--- src/shared/lac_pkg.sv ---
// Constants shared by the lead-acid charge sequencer
package lac_pkg;
  // ----------------------------------------------------------------
  // Timing
  // ----------------------------------------------------------------
  localparam int CLK_MHZ       = 125;
  localparam int STEP_US       = 400;
  localparam int STEP_CYC      = STEP_US * CLK_MHZ;
  localparam int SEC_MS        = 1000;
  localparam int SEC_CYC       = SEC_MS * 1000 * CLK_MHZ;
  localparam logic [2:0] DET_SECS = 3'h3; // 2..3 s with tick phase
  localparam logic [2:0] OS_SECS  = 3'h2; // 2 s exactly, entered on a tick

  // ----------------------------------------------------------------
  // Register byte offsets
  // ----------------------------------------------------------------
  localparam logic [5:0] A_CTRL   = 6'h00;
  localparam logic [5:0] A_TARGET = 6'h04;
  localparam logic [5:0] A_VFLOAT = 6'h08;
  localparam logic [5:0] A_ABSADD = 6'h0C;
  localparam logic [5:0] A_EQADD  = 6'h10;
  localparam logic [5:0] A_ABSMAX = 6'h14;
  localparam logic [5:0] A_EQTIME = 6'h18;
  localparam logic [5:0] A_STATUS = 6'h1C;
  localparam logic [5:0] A_EVENT  = 6'h20;

  // Control bit positions
  localparam int C_SUSPEND = 0;
  localparam int C_PROG    = 1;
  localparam int C_IRQ_EN  = 2;

  // Reset values
  localparam logic [2:0]  R_CTRL   = 3'h0;
  localparam logic [4:0]  R_TARGET = 5'h1F;
  localparam logic [5:0]  R_VFLOAT = 6'h15;
  localparam logic [5:0]  R_ABSADD = 6'h15;
  localparam logic [5:0]  R_EQADD  = 6'h2A;
  localparam logic [15:0] R_ABSMAX = 16'h1518;
  localparam logic [15:0] R_EQTIME = 16'h0E10;
  localparam logic [5:0]  V_MAX    = 6'h3F;

  typedef enum logic [2:0] {
    ST_SUSPEND, ST_DETECT, ST_OPENSHORT, ST_FAULT,
    ST_SOFTSTART, ST_ABSORB, ST_CCCV, ST_EQUALIZE
  } lac_state_e;
endpackage : lac_pkg

--- src/logic/lac_sequencer.sv ---
// Lead-acid charge sequencer with Avalon-MM register slave
//
// Added by the designer: the register addresses and the Avalon-MM register port.
`timescale 1ns/1ns
`default_nettype none
module lac_sequencer import lac_pkg::*; #(
  parameter int STEP_N = STEP_CYC,
  parameter int SEC_N  = SEC_CYC
) (
  // Clock, reset, enable
  input  wire logic        clk,
  input  wire logic        rst_n,
  input  wire logic        ce,
  // Avalon-MM slave
  input  wire logic [5:0]  address,
  input  wire logic        read,
  input  wire logic        write,
  input  wire logic [3:0]  byteenable,
  input  wire logic [31:0] writedata,
  output logic      [31:0] readdata,
  output logic             waitrequest,
  // Condition inputs from the power stage
  input  wire logic        vin_near_bat,
  input  wire logic        system_fault,
  input  wire logic        bat_stable,
  input  wire logic        bat_in_range,
  input  wire logic        thermistor_open,
  input  wire logic        bat_below_2v4,
  input  wire logic        bat_above_2v6,
  input  wire logic        at_charge_voltage,
  input  wire logic        input_current_limiting,
  input  wire logic        undervoltage_limiting,
  input  wire logic        below_taper,
  input  wire logic        equalize_request_pin,
  // Commands to the power stage
  output logic      [4:0]  charge_level,
  output logic      [5:0]  charge_voltage_code,
  output logic             charger_on,
  output logic             detect_load_on,
  output logic             peak_current_mode,
  output logic             alert
);
  // ----------------------------------------------------------------
  // Reset release and input synchronisers
  // ----------------------------------------------------------------
  logic        rst_m_q, rst_s_q;
  logic [11:0] in_m_q, in_s_q;

  // Reset asserts at once, releases after two edges
  always_ff @(posedge clk or negedge rst_n) begin
    if (!rst_n) begin
      rst_m_q <= 1'b0;
      rst_s_q <= 1'b0;
    end else begin
      rst_m_q <= 1'b1;
      rst_s_q <= rst_m_q;
    end
  end

  // Pins are asynchronous to clk
  always_ff @(posedge clk or negedge rst_s_q) begin
    if (!rst_s_q) begin
      in_m_q <= 12'h0;
      in_s_q <= 12'h0;
    end else if (ce) begin
      in_m_q <= {vin_near_bat, system_fault, bat_stable, bat_in_range,
                 thermistor_open, bat_below_2v4, bat_above_2v6,
                 at_charge_voltage, input_current_limiting,
                 undervoltage_limiting, below_taper, equalize_request_pin};
      in_s_q <= in_m_q;
    end
  end

  logic s_vin, s_flt, s_stab, s_rng, s_ntc, s_lo, s_hi;
  logic s_cv, s_icl, s_uvcl, s_taper, s_eq;
  assign {s_vin, s_flt, s_stab, s_rng, s_ntc, s_lo, s_hi,
          s_cv, s_icl, s_uvcl, s_taper, s_eq} = in_s_q;

  // ----------------------------------------------------------------
  // Ticks
  // ----------------------------------------------------------------
  logic step_tick, sec_tick;

  lac_tick #(
    .STEP_N (STEP_N),
    .SEC_N  (SEC_N)
  ) u_tick (
    .clk       (clk),
    .rst_n     (rst_s_q),
    .ce        (ce),
    .step_tick (step_tick),
    .sec_tick  (sec_tick)
  );

  // ----------------------------------------------------------------
  // Helpers
  // ----------------------------------------------------------------
  // Saturating code add keeps the result inside 2V..2.6V/cell
  function automatic logic [5:0] sat_add(input logic [5:0] a, input logic [5:0] b);
    logic [6:0] s;
    s = {1'b0, a} + {1'b0, b};
    sat_add = s[6] ? V_MAX : s[5:0];
  endfunction : sat_add

  // Byte-lane merge for partial writes
  function automatic logic [31:0] merge(input logic [31:0] o, input logic [31:0] w,
                                        input logic [3:0] be);
    merge = o;
    for (int i = 0; i < 4; i++) begin
      if (be[i]) merge[i*8 +: 8] = w[i*8 +: 8];
    end
  endfunction : merge

  // ----------------------------------------------------------------
  // Register file
  // ----------------------------------------------------------------
  logic [2:0]  ctrl_q;
  logic [4:0]  target_q;
  logic [5:0]  vfloat_q, absadd_q, eqadd_q;
  logic [15:0] absmax_q, eqtime_q;
  logic        evt_q;
  logic        wait_q;
  logic [31:0] rdata_q;
  logic        acc, wr_acc;
  logic [31:0] st_word;
  lac_state_e  state_q;

  // Read data latched on the taking edge so it stands while waitrequest is low
  assign acc    = read & wait_q;
  assign wr_acc = write & ~wait_q;

  // Wait is held high except for the single answer cycle
  always_ff @(posedge clk or negedge rst_s_q) begin
    if (!rst_s_q) begin
      wait_q <= 1'b1;
    end else if (ce) begin
      wait_q <= ~((read | write) & wait_q);
    end
  end

  // Writable registers; parameters gated by programmable mode
  always_ff @(posedge clk or negedge rst_s_q) begin
    if (!rst_s_q) begin
      ctrl_q   <= R_CTRL;
      target_q <= R_TARGET;
      vfloat_q <= R_VFLOAT;
      absadd_q <= R_ABSADD;
      eqadd_q  <= R_EQADD;
      absmax_q <= R_ABSMAX;
      eqtime_q <= R_EQTIME;
    end else if (ce && wr_acc) begin
      if (address == A_CTRL)
        ctrl_q <= 3'(merge({29'h0, ctrl_q}, writedata, byteenable));
      if (ctrl_q[C_PROG]) begin
        case (address)
          A_TARGET: target_q <= 5'(merge({27'h0, target_q}, writedata, byteenable));
          A_VFLOAT: vfloat_q <= 6'(merge({26'h0, vfloat_q}, writedata, byteenable));
          A_ABSADD: absadd_q <= 6'(merge({26'h0, absadd_q}, writedata, byteenable));
          A_EQADD:  eqadd_q  <= 6'(merge({26'h0, eqadd_q}, writedata, byteenable));
          A_ABSMAX: absmax_q <= 16'(merge({16'h0, absmax_q}, writedata, byteenable));
          A_EQTIME: eqtime_q <= 16'(merge({16'h0, eqtime_q}, writedata, byteenable));
          default: ;
        endcase
      end
    end
  end

  // Read mux; unmapped offsets read zero
  always_ff @(posedge clk or negedge rst_s_q) begin
    if (!rst_s_q) begin
      rdata_q <= 32'h0;
    end else if (ce && acc) begin
      case (address)
        A_CTRL:   rdata_q <= {29'h0, ctrl_q};
        A_TARGET: rdata_q <= {27'h0, target_q};
        A_VFLOAT: rdata_q <= {26'h0, vfloat_q};
        A_ABSADD: rdata_q <= {26'h0, absadd_q};
        A_EQADD:  rdata_q <= {26'h0, eqadd_q};
        A_ABSMAX: rdata_q <= {16'h0, absmax_q};
        A_EQTIME: rdata_q <= {16'h0, eqtime_q};
        A_STATUS: rdata_q <= st_word;
        A_EVENT:  rdata_q <= {31'h0, evt_q};
        default:  rdata_q <= 32'h0;
      endcase
    end
  end

  // ----------------------------------------------------------------
  // Sequencer state
  // ----------------------------------------------------------------
  logic       suspend_req;
  logic       det_fault;
  logic [2:0] sec_cnt_q;
  logic [15:0] abs_tmr_q, eq_tmr_q;
  logic       cv_seen_q, eq_arm_q, eq_prev_q, low_q;
  logic       regulate;

  assign suspend_req = s_vin | s_flt | ctrl_q[C_SUSPEND];
  assign regulate = s_cv | s_icl | s_uvcl;
  // Fault when open/short test fails or thermistor reads open during detect or open/short
  assign det_fault = ((state_q == ST_OPENSHORT) && sec_tick &&
                      (sec_cnt_q + 3'h1 >= OS_SECS) && !s_rng) ||
                     ((state_q == ST_DETECT || state_q == ST_OPENSHORT) && s_ntc);

  // Phase transitions; suspend wins from every state
  always_ff @(posedge clk or negedge rst_s_q) begin
    if (!rst_s_q) begin
      state_q <= ST_SUSPEND;
    end else if (ce) begin
      if (suspend_req) begin
        state_q <= ST_SUSPEND;
      end else begin
        case (state_q)
          ST_SUSPEND: state_q <= ST_DETECT;
          ST_DETECT: begin
            if (s_ntc) state_q <= ST_FAULT;
            else if (sec_tick && sec_cnt_q + 3'h1 >= DET_SECS)
              state_q <= s_stab ? ST_SOFTSTART : ST_OPENSHORT;
          end
          ST_OPENSHORT: begin
            if (det_fault) state_q <= ST_FAULT;
            else if (sec_tick && sec_cnt_q + 3'h1 >= OS_SECS)
              state_q <= ST_SOFTSTART;
          end
          ST_FAULT: state_q <= ST_FAULT;
          ST_SOFTSTART: begin
            if (charge_level >= target_q) state_q <= ST_ABSORB;
          end
          ST_ABSORB: begin
            // Taper only matters here, never ends charging
            if (cv_seen_q && (abs_tmr_q >= absmax_q || s_taper))
              state_q <= ST_CCCV;
          end
          ST_CCCV: begin
            if (eq_arm_q && s_cv) state_q <= ST_EQUALIZE;
          end
          ST_EQUALIZE: begin
            // Dropping the request pin early abandons equalization
            if (eq_tmr_q >= eqtime_q || !s_eq) state_q <= ST_CCCV;
          end
          default: state_q <= ST_SUSPEND;
        endcase
      end
    end
  end

  // Seconds spent in detection phases
  always_ff @(posedge clk or negedge rst_s_q) begin
    if (!rst_s_q) begin
      sec_cnt_q <= 3'h0;
    end else if (ce) begin
      if (state_q != ST_DETECT && state_q != ST_OPENSHORT) sec_cnt_q <= 3'h0;
      else if (sec_tick && sec_cnt_q + 3'h1 >= (state_q == ST_DETECT ? DET_SECS : OS_SECS))
        sec_cnt_q <= 3'h0;
      else if (sec_tick) sec_cnt_q <= sec_cnt_q + 3'h1;
    end
  end

  // Phase timers, saturating, cleared outside their phase
  always_ff @(posedge clk or negedge rst_s_q) begin
    if (!rst_s_q) begin
      abs_tmr_q <= 16'h0;
      eq_tmr_q  <= 16'h0;
    end else if (ce) begin
      if (state_q != ST_ABSORB) abs_tmr_q <= 16'h0;
      else if (sec_tick && abs_tmr_q != 16'hFFFF) abs_tmr_q <= abs_tmr_q + 16'h1;
      if (state_q != ST_EQUALIZE) eq_tmr_q <= 16'h0;
      else if (sec_tick && eq_tmr_q != 16'hFFFF) eq_tmr_q <= eq_tmr_q + 16'h1;
    end
  end

  // Absorb voltage reached latch and equalize arming
  always_ff @(posedge clk or negedge rst_s_q) begin
    if (!rst_s_q) begin
      cv_seen_q <= 1'b0;
      eq_arm_q  <= 1'b0;
      eq_prev_q <= 1'b0;
    end else if (ce) begin
      eq_prev_q <= s_eq;
      cv_seen_q <= (state_q == ST_ABSORB) && (cv_seen_q || s_cv);
      // Rising edge arms; falling pin or starting equalize disarms
      if (s_eq && !eq_prev_q) eq_arm_q <= 1'b1;
      else if (!s_eq || state_q == ST_EQUALIZE) eq_arm_q <= 1'b0;
    end
  end

  // Low battery hysteresis
  always_ff @(posedge clk or negedge rst_s_q) begin
    if (!rst_s_q) begin
      low_q <= 1'b0;
    end else if (ce) begin
      if (s_lo) low_q <= 1'b1;
      else if (s_hi) low_q <= 1'b0;
    end
  end

  // ----------------------------------------------------------------
  // Commanded current and voltage
  // ----------------------------------------------------------------
  logic charging;
  assign charging = (state_q == ST_ABSORB) || (state_q == ST_CCCV) ||
                    (state_q == ST_EQUALIZE);

  // Level above target is pulled back to target on the next cycle; limits and CV only step it down
  always_ff @(posedge clk or negedge rst_s_q) begin
    if (!rst_s_q) begin
      charge_level <= 5'h0;
    end else if (ce) begin
      if (!charging && state_q != ST_SOFTSTART) begin
        charge_level <= 5'h0; // minimum for open/short test
      end else if (charge_level > target_q) begin
        charge_level <= target_q;
      end else if (step_tick) begin
        if (charging && regulate && charge_level != 5'h0)
          charge_level <= charge_level - 5'h1;
        else if (!(charging && regulate) && charge_level < target_q)
          charge_level <= charge_level + 5'h1;
      end
    end
  end

  // Voltage code above 2V/cell; adder only in its phase
  always_ff @(posedge clk or negedge rst_s_q) begin
    if (!rst_s_q) begin
      charge_voltage_code <= R_VFLOAT;
    end else if (ce) begin
      case (state_q)
        ST_ABSORB:   charge_voltage_code <= sat_add(vfloat_q, absadd_q);
        ST_EQUALIZE: charge_voltage_code <= sat_add(vfloat_q, eqadd_q);
        default:     charge_voltage_code <= vfloat_q;
      endcase
    end
  end

  // Power stage enables
  always_ff @(posedge clk or negedge rst_s_q) begin
    if (!rst_s_q) begin
      charger_on        <= 1'b0;
      detect_load_on    <= 1'b0;
      peak_current_mode <= 1'b0;
    end else if (ce) begin
      charger_on <= !suspend_req && (charging || state_q == ST_SOFTSTART ||
                    state_q == ST_OPENSHORT);
      detect_load_on <= !suspend_req && state_q == ST_DETECT;
      peak_current_mode <= low_q && charging;
    end
  end

  // ----------------------------------------------------------------
  // Status and detection-fault alert
  // ----------------------------------------------------------------
  always_comb begin
    st_word = 32'h0;
    st_word[int'(state_q)] = 1'b1; // one-hot phase, absorb is bit 5
    st_word[8]  = s_cv && charging;
    st_word[9]  = charging && !regulate && charge_level == target_q;
    st_word[10] = s_icl;
    st_word[11] = s_uvcl;
    st_word[12] = low_q;
    st_word[13] = eq_arm_q;
  end

  // Sticky fault event; a new fault beats a clearing write
  always_ff @(posedge clk or negedge rst_s_q) begin
    if (!rst_s_q) begin
      evt_q <= 1'b0;
      alert <= 1'b0;
    end else if (ce) begin
      if (det_fault) evt_q <= 1'b1;
      else if (wr_acc && address == A_EVENT && byteenable[0] && writedata[0])
        evt_q <= 1'b0;
      alert <= evt_q && ctrl_q[C_IRQ_EN];
    end
  end

  assign readdata    = rdata_q;
  assign waitrequest = wait_q;
endmodule : lac_sequencer
`default_nettype wire

--- src/logic/lac_tick.sv ---
// Step and one-second tick generator
`timescale 1ns/1ns
`default_nettype none
module lac_tick #(
  parameter int STEP_N = 50000,
  parameter int SEC_N  = 125000000
) (
  // Clock and reset
  input  wire logic clk,
  input  wire logic rst_n,
  input  wire logic ce,
  // Ticks
  output logic      step_tick,
  output logic      sec_tick
);
  logic [31:0] step_cnt_q;
  logic [31:0] sec_cnt_q;

  // Free-running dividers; one-cycle pulses at wrap
  always_ff @(posedge clk or negedge rst_n) begin
    if (!rst_n) begin
      step_cnt_q <= 32'h0;
      sec_cnt_q  <= 32'h0;
      step_tick  <= 1'b0;
      sec_tick   <= 1'b0;
    end else if (ce) begin
      step_tick <= (step_cnt_q == 32'(STEP_N - 1));
      sec_tick  <= (sec_cnt_q == 32'(SEC_N - 1));
      step_cnt_q <= (step_cnt_q == 32'(STEP_N - 1)) ? 32'h0 : step_cnt_q + 32'h1;
      sec_cnt_q  <= (sec_cnt_q == 32'(SEC_N - 1)) ? 32'h0 : sec_cnt_q + 32'h1;
    end
  end
endmodule : lac_tick
`default_nettype wire

--- config.mk ---
export PLATFORM = sky130hd
export DESIGN_NAME = lac_sequencer
export DESIGN_NICKNAME = d
export VERILOG_FILES = /design/src/shared/lac_pkg.sv /design/src/logic/lac_sequencer.sv /design/src/logic/lac_tick.sv
export SDC_FILE = /design/constraint.sdc
export NUM_CORES = 1
export LEC_CHECK = 0
export BUFFER_PORTS_ARGS = -buffer_cell sky130_fd_sc_hd__buf_2
export CAP_MARGIN = 20
export CORE_MARGIN = 10
export CORE_UTILIZATION = 45
export CTS_BUF_LIST = sky130_fd_sc_hd__clkbuf_4 sky130_fd_sc_hd__clkbuf_8
export CTS_CLUSTER_DIAMETER = 80
export DETAILED_ROUTE_END_ITERATION = 7
export HOLD_SLACK_MARGIN = 0.15
export PLACE_DENSITY = 0.7
export SYNTH_ARGS = -nofsm -noshare
export SYNTH_HDL_FRONTEND = slang
export SYNTH_SLANG_ARGS = --single-unit
--- constraint.sdc ---
create_clock -name clk -period 6.04 [get_ports clk]
set_input_delay 0.604 -clock clk [delete_from_list [all_inputs] [get_ports clk]]
set_output_delay 0.604 -clock clk [all_outputs]
set_load 0.01 [all_outputs]
==> summary.md, run 1 <==
| Metric | Value |
|---|---|
| Max transition margin | 0.321 |
| Max-slew violations | 0 |
| DRT iter0 DRCs | 828 |
| Delay-heaviest family, CP | compound AO/OA/AOI/OAI gates |
| Worst slew pin tran | 1.01 ns |
| Largest net degree at the start of global routing | 75 |
| Routed Antenna Nets | 0 |
| Share of layout cells above drive strength 1 | 0.207 |
| I/O pins | 107 |
| DRC viols | 0 |
| Drt total wl | 29.6 mm |
| H-tree levels | 2 |
| Part of the Yosys area used for sequential elements | 0.468 |
| GPL Wtd Cong | 0.903 |
| Critical Path AT | 3.21 ns |
| Net switching power | 0.891 mW |
| CTS Root Cell | clkbuf_8 |
| Worst Hold Class | in -> reg |
| Final Skew | 0.0173 ns |
| Post-layout nets | 1400 |
| Vias in the first global route | 8997 |
| Overall via count from detail_route | 9155 |
| Fmax | 359 MHz |
| RSZ-0062 raised after global routing | false |
| Most frequent cells after synthesis | dfrtp_1 (198), nand2_1 (108), nor2_1 (101) |
| Clock transition at path regs | 0.06 ns |
| Tot Pwr | 3.42 mW |
| Die ar. | 0.0339 sq mm |
| Max_cap viols | 0 |
| Fraction of registers with async set/reset | 1.00 |
| Num CTS Buffers | 40 |
| Area contributors post-synth | dfrtp_1 (41%), mux2_2 (6.5%), ha_1 (6.2%) |
| Part of the power in registers | 0.492 |
| IO Port Bufs | 72 |
| Cell mode on critical path | a21oi_1 |
| Crit-path slowest cell | dfrtp_1 |
| Chip width | 184 um |
| Synth top area share | 0.409 |
| Total congestion overflow | 0 |
| Routed vias/inst | 5.58 |
| Sw Ratio | 0.260 |
| Clock Tree Buf Depth | 3 |
| Synthesized area | 0.0121 sq mm |
| #FFs+latches synth | 225 |
| Slowest stage delay, CP | 0.77 ns |
| Critical Path Start Type | flop |
| Int Pwr | 2.53 mW |
| Netlist cell types | 74 |
| Area added between synthesis and finish | 12.1% |
| Ant. Diodes | 0 |
| Number of flops mapped to enable cells by yosys | 0 |
| Post-DP HPWL | 21.6 mm |
| Fin crit period | 2.79 ns |
| Final setup vio count | 0 |
| Final Hold Viols | 0 |
| Synth area leader | dfrtp_1 |
| LEAKAGE | 6.43 nW |
| # clock sinks | 225 |
| CP cell instances | o21ai_1 -> a211o_1 -> inv_1 -> ha_1 -> a21o_1 -> a21oi_1 -> xor2_1 -> a21oi_1 -> mux2_2 |
| Initial Util | 0.461 |
| Synth Area per Inst | 10.2 sq um |
| Clock power frac | 0.428 |
| Critical Path RT | 6.46 ns |
| Drt wl/cell | 18.0 um |
| Setup TNS Final | 0 ns |
| Top_reg_cell synth | dfrtp_1 |
| Rows | 59 |
| Synthesis Warnings | 0 |
| Aggregate global-route resource usage | 0.175 |
| # resized after CTS | 0 |
| Clock latency at the later pin of the worst-skew pair | 0.54 ns |
| Combinational power share | 0.079 |
| CP Capture Type | flop |
| CTS tree | built |
| Crit-path max FO | 19 |
| First-pass GRT wire length | 48.1 mm |
| Core Area | 0.0263 sq mm |
| Kind of critical path | reg -> reg |
| Most common cell in the netlist | dfrtp_1 |
| Post-route clock period utilization | 0.461 |
| First-pass detailed-route iteration total | 5 |
| Cells after Synth | 1191 |
| Power Dens Cells | 252 mW/mm^2 |
| Initial antenna violation count | 0 |
| Die height | 184 um |
| Status | completed |
| Peak VDD IR | 0.145 mV |
| Worst Path Buf+Inv | 1 |
area by class of cell:
| class | instances | area, sq um |
|---|---|---|
| Clock buffer | 65 | 801 |
| Clock inverter | 6 | 36.3 |
| Fill cell | 2382 | 12700 |
| Inverter | 68 | 255 |
| Multi-Input combinational cell | 863 | 5970 |
| Sequential cell | 225 | 5670 |
| Tap cell | 335 | 419 |
| Timing Repair Buffer | 80 | 423 |
sequential cells by signal (all words and copies together) (netlist names), 3 cells and up:
name and count:
charge_level 5, abs_tmr_q 16, state_q 3, u_tick.sec_cnt_q 32, vfloat_q 6, ctrl_q 3
readdata 16, eq_tmr_q 16, absadd_q 6, absmax_q 16, in_m_q 12, eqadd_q 6
eqtime_q 16, in_s_q 12, u_tick.step_cnt_q 32, target_q 5, charge_voltage_code 6, sec_cnt_q 3
per-layer routing:
metal / up-vias / global-route usage / share of wire / routed length, um
met3: 38 / 0.0346 / 0.057 / 1680
met5: - / 0 / 0 / 0
met4: 0 / 0.0446 / 0.018 / 528
met1: 4484 / 0.241 / 0.47 / 13700
met2: 251 / 0.276 / 0.46 / 13600
li1: 4382 / - / - / -
power groups by stage:
stage	sequential (mW)	clock [mW]	combinational, mW
6_report	1.69	1.47	0.271
5_1_grt	1.70	1.57	0.305
4_1_cts	1.68	1.50	0.272
3_5_place_dp	1.71	0	0.270
3_3_place_gp	1.71	0	0.265
2_1_floorplan	1.69	0	0.187
path summary, 6_finish.rpt:
kind / start / endpoint / slack (ns) / cells after the start
worst max-delay path: state_q[2] / charge_level[4] / 3.25 / 9
worst min-delay path: writedata[12] / eqtime_q[12] / 0.29 / 3
worst max register to register: state_q[2] / charge_level[4] / 3.25 / 9
worst min register to register: rst_s_q / in_m_q[11] / 0.35 / 0
max in group asynchronous: rst_s_q / u_tick.sec_cnt_q[16] / 4.31 / 1
min in group asynchronous: rst_s_q / in_m_q[11] / 0.35 / 0
logic make-up after synthesis:
group,after synthesis,share of synthesized area
AOI/OAI and AO/OA,207,0.111
DFF,225,0.468
buffers and inverters,118,0.0436
xor gates and xnor gates,93,0.0673
other,2,0.000620
and+or+nand+nor,406,0.171
adders and majority gates,63,0.0670
muxes,77,0.0709
repair_timing:
| action | CTS | global route |
|---|---|---|
| buffers inserted | 0 | 0 |
| hold buffers | 1 | 0 |
| hold endpoints to repair | 2 | 0 |
through the flow:
step | setup WS, ns | instances | hold WS [ns] | utilization | instance area [sq um]
floorplan | 2.37 | 1206 | 0.308 | - | 12200
global placement | 3.19 | 1570 | 0.338 | 0.484 | 12700
detailed placement | 3.17 | 1570 | 0.342 | 0.484 | 12700
CTS | 3.27 | 1642 | 0.257 | 0.516 | 13600
global route | 3.08 | 1642 | 0.275 | 0.516 | 13600
finish | 3.25 | 1642 | 0.286 | 0.516 | 13600
worst register-to-register path, delay by kind of cell (launching register included):
| family | cells | cell delay (ns) |
|---|---|---|
| mux | 1 | 0.27 |
| flops | 1 | 0.77 |
| compound gates | 5 | 1.02 |
| fa+ha+maj | 1 | 0.30 |
| buf+inv | 1 | 0.16 |
| xor+xnor | 1 | 0.16 |
cells in the final DEF, fill, tap and decap left out, types with 38 or more instances in the layout:
master    count
o21ai_0      68
nor2_1      101
xnor2_1      47
nand2_1     108
xor2_1       46
dfrtp_1     197
mux2_2       70
clkbuf_8     50
inv_1        67
buf_2        72
ha_1         60
a21oi_1      38
nand3_1      51
No activity file was read; power rests on OpenSTA's default activity.
==> inputs of run 2 (changes only) <==
- clock period: 6.04 -> 2.54 ns (I/O delays scaled with it)
==> run 2 against run 1 <==
Effect of this change:
- design area grew 4.1%
- largest cell class unchanged
- die area did not move
- routed wire length up 4.5%
- largest power group unchanged
==> summary.md, run 2 (synthesis results as in run 1) <==
| Metric | Value |
|---|---|
| LEAKAGE | 6.72 nW |
| Die ar. | 0.0339 sq mm |
| Final Hold Viols | 0 |
| RSZ-0062 raised after global routing | false |
| Largest registers | u_tick.sec_cnt_q x32, u_tick.step_cnt_q x32 |
| Post-route clock period utilization | 0.958 |
| CTS tree | built |
| Crit-path max FO | 4 |
| Chip width | 184 um |
| Reg2Reg Capture Point | state_q[1] |
| Critical Path RT | 2.94 ns |
| Drt total wl | 30.9 mm |
| Max transition margin | 0.521 |
| Drt wl/cell | 18.2 um |
| Die height | 184 um |
| Peak VDD IR | 0.319 mV |
| Initial antenna violation count | 0 |
| Setup TNS Final | 0 ns |
| Ant. Diodes | 0 |
| CP Capture Type | flop |
| First-pass GRT wire length | 50.5 mm |
| Hold path cells | 3 |
| Clock transition at path regs | 0.06 ns |
| Vias in the first global route | 9710 |
| Tot Pwr | 8.06 mW |
| Max-slew violations | 0 |
| Post-CTS setup buffers | 0 |
| Largest net degree at the start of global routing | 51 |
| First-pass detailed-route iteration total | 6 |
| Int Pwr | 5.95 mW |
| Clock Tree Buf Depth | 3 |
| Core Area | 0.0263 sq mm |
| Routed vias/inst | 5.55 |
| I/O pins | 107 |
| Status | completed |
| Routed Antenna Nets | 0 |
| Kind of critical path | reg -> reg |
| R2R Path Start | ctrl_q[0] |
| Net switching power | 2.11 mW |
| Area added between synthesis and finish | 16.7% |
| Aggregate global-route resource usage | 0.184 |
| Combinational power share | 0.098 |
| Sw Ratio | 0.262 |
| Worst Hold Class | in -> reg |
| DRC viols | 0 |
| Most frequent cells in the layout | dfrtp_1 (197), nand2_1 (108), nor2_1 (101) |
| Clock latency at the later pin of the worst-skew pair | 0.53 ns |
| GPL Wtd Cong | 0.878 |
| Worst Hold End | u_tick.sec_cnt_q[2] |
| Total congestion overflow | 0 |
| IO Port Bufs | 72 |
| Post-layout nets | 1466 |
| Fin crit period | 2.43 ns |
| Max_cap viols | 0 |
| Fillcell total | 2316 |
| H-tree levels | 2 |
| Rows | 59 |
| FF-to-FF setup slack | 0.11 ns |
| Clock power frac | 0.409 |
| Initial Util | 0.461 |
| CTS Root Cell | clkbuf_8 |
| Commonest non-fill, non-tap cell in the layout | dfrtp_1 |
| # clock sinks | 225 |
| Worst slew pin tran | 0.715 ns |
| Post-DP HPWL | 22.8 mm |
| Fmax | 411 MHz |
| Critical Path AT | 2.84 ns |
| Worst r2r path cells | 5 |
| Final core utilization | 0.538 |
| Share of layout cells above drive strength 1 | 0.219 |
| Final Skew | 0.0146 ns |
| DRT iter0 DRCs | 740 |
| Final setup vio count | 0 |
| Num CTS Buffers | 39 |
| Part of the power in registers | 0.494 |
| Critical Path Start Type | flop |
| Power Dens Cells | 570 mW/mm^2 |
| Overall via count from detail_route | 9438 |
| Min-delay src | ce |
## run 2: cell types whose count changed in the layout (fill, tap and decap cells not counted), moves of 3 or more
cell           change
dlygate4sd3_1     +31
clkbuf_8           -3
clkbuf_4           -3
buf_4             +32
buf_12             +4
## run 2: metal layers
layer / wire length, um / up-vias / global-route usage
met5: 0 / - / 0
met4: 680 / 0 / 0.0587
met3: 1890 / 49 / 0.0409
met2: 14400 / 237 / 0.296
met1: 13900 / 4629 / 0.242
li1: - / 4523 / -
## run 2: cell type report
cell class	count	area, sq um	area share
multi-input combinational	863	5970	0.423
timing repair buffer	147	1050	0.0746
sequential	225	5670	0.401
clock buffer	59	737	0.0522
clock inverter	5	25.0	0.00177
tap	335	419	0.0297
inverter	68	255	0.0181
## run 2: power groups by stage
| stage | combinational [mW] | sequential [mW] | clock [mW] |
|---|---|---|---|
| 2_1_floorplan | 0.444 | 4.02 | 0 |
| 3_3_place_gp | 0.726 | 4.02 | 0 |
| 3_5_place_dp | 0.743 | 4.03 | 0 |
| 4_1_cts | 0.788 | 3.98 | 3.38 |
| 5_1_grt | 0.875 | 4.01 | 3.51 |
| 6_report | 0.787 | 3.98 | 3.29 |
## run 2: worst max path at each step
stage / cells after the start / slack, ns / start / to
global placement: 8 / 0.13 / absmax_q[15] / state_q[1]
CTS: 8 / 0.14 / absmax_q[15] / state_q[1]
floorplan: 8 / 0.27 / target_q[3] / charge_level[1]
finish: 5 / 0.11 / ctrl_q[0] / state_q[1]
global route: 8 / 0.002 / target_q[4] / state_q[1]
detailed placement: 8 / 0.15 / absmax_q[15] / state_q[1]
## run 2: critical path: stages (launching register included)
cell	delay [ns]
dfrtp_1	0.43
or3_1	0.44
nor4b_1	0.59
o211ai_1	0.30
nand4_1	0.20
mux2_2	0.35
## run 2: what timing repair did
action	CTS	global route
setup endpoints to repair	0	7
gates resized for setup	0	2
hold buffers	32	0
endpoints found under the hold margin	74	0
## run 2: stage by stage
| step | hold slack, ns | instance area (sq um) | setup slack (ns) | instances |
|---|---|---|---|---|
| after global routing | 0.176 | 14100 | 0.00205 | 1702 |
| after CTS | 0.156 | 14100 | 0.136 | 1701 |
| after global placement | 0.0404 | 13000 | 0.132 | 1605 |
| final | 0.176 | 14100 | 0.108 | 1702 |
| after detailed placement | 0.0422 | 13000 | 0.150 | 1605 |
| after floorplan | -0.0416 | 12200 | 0.271 | 1206 |
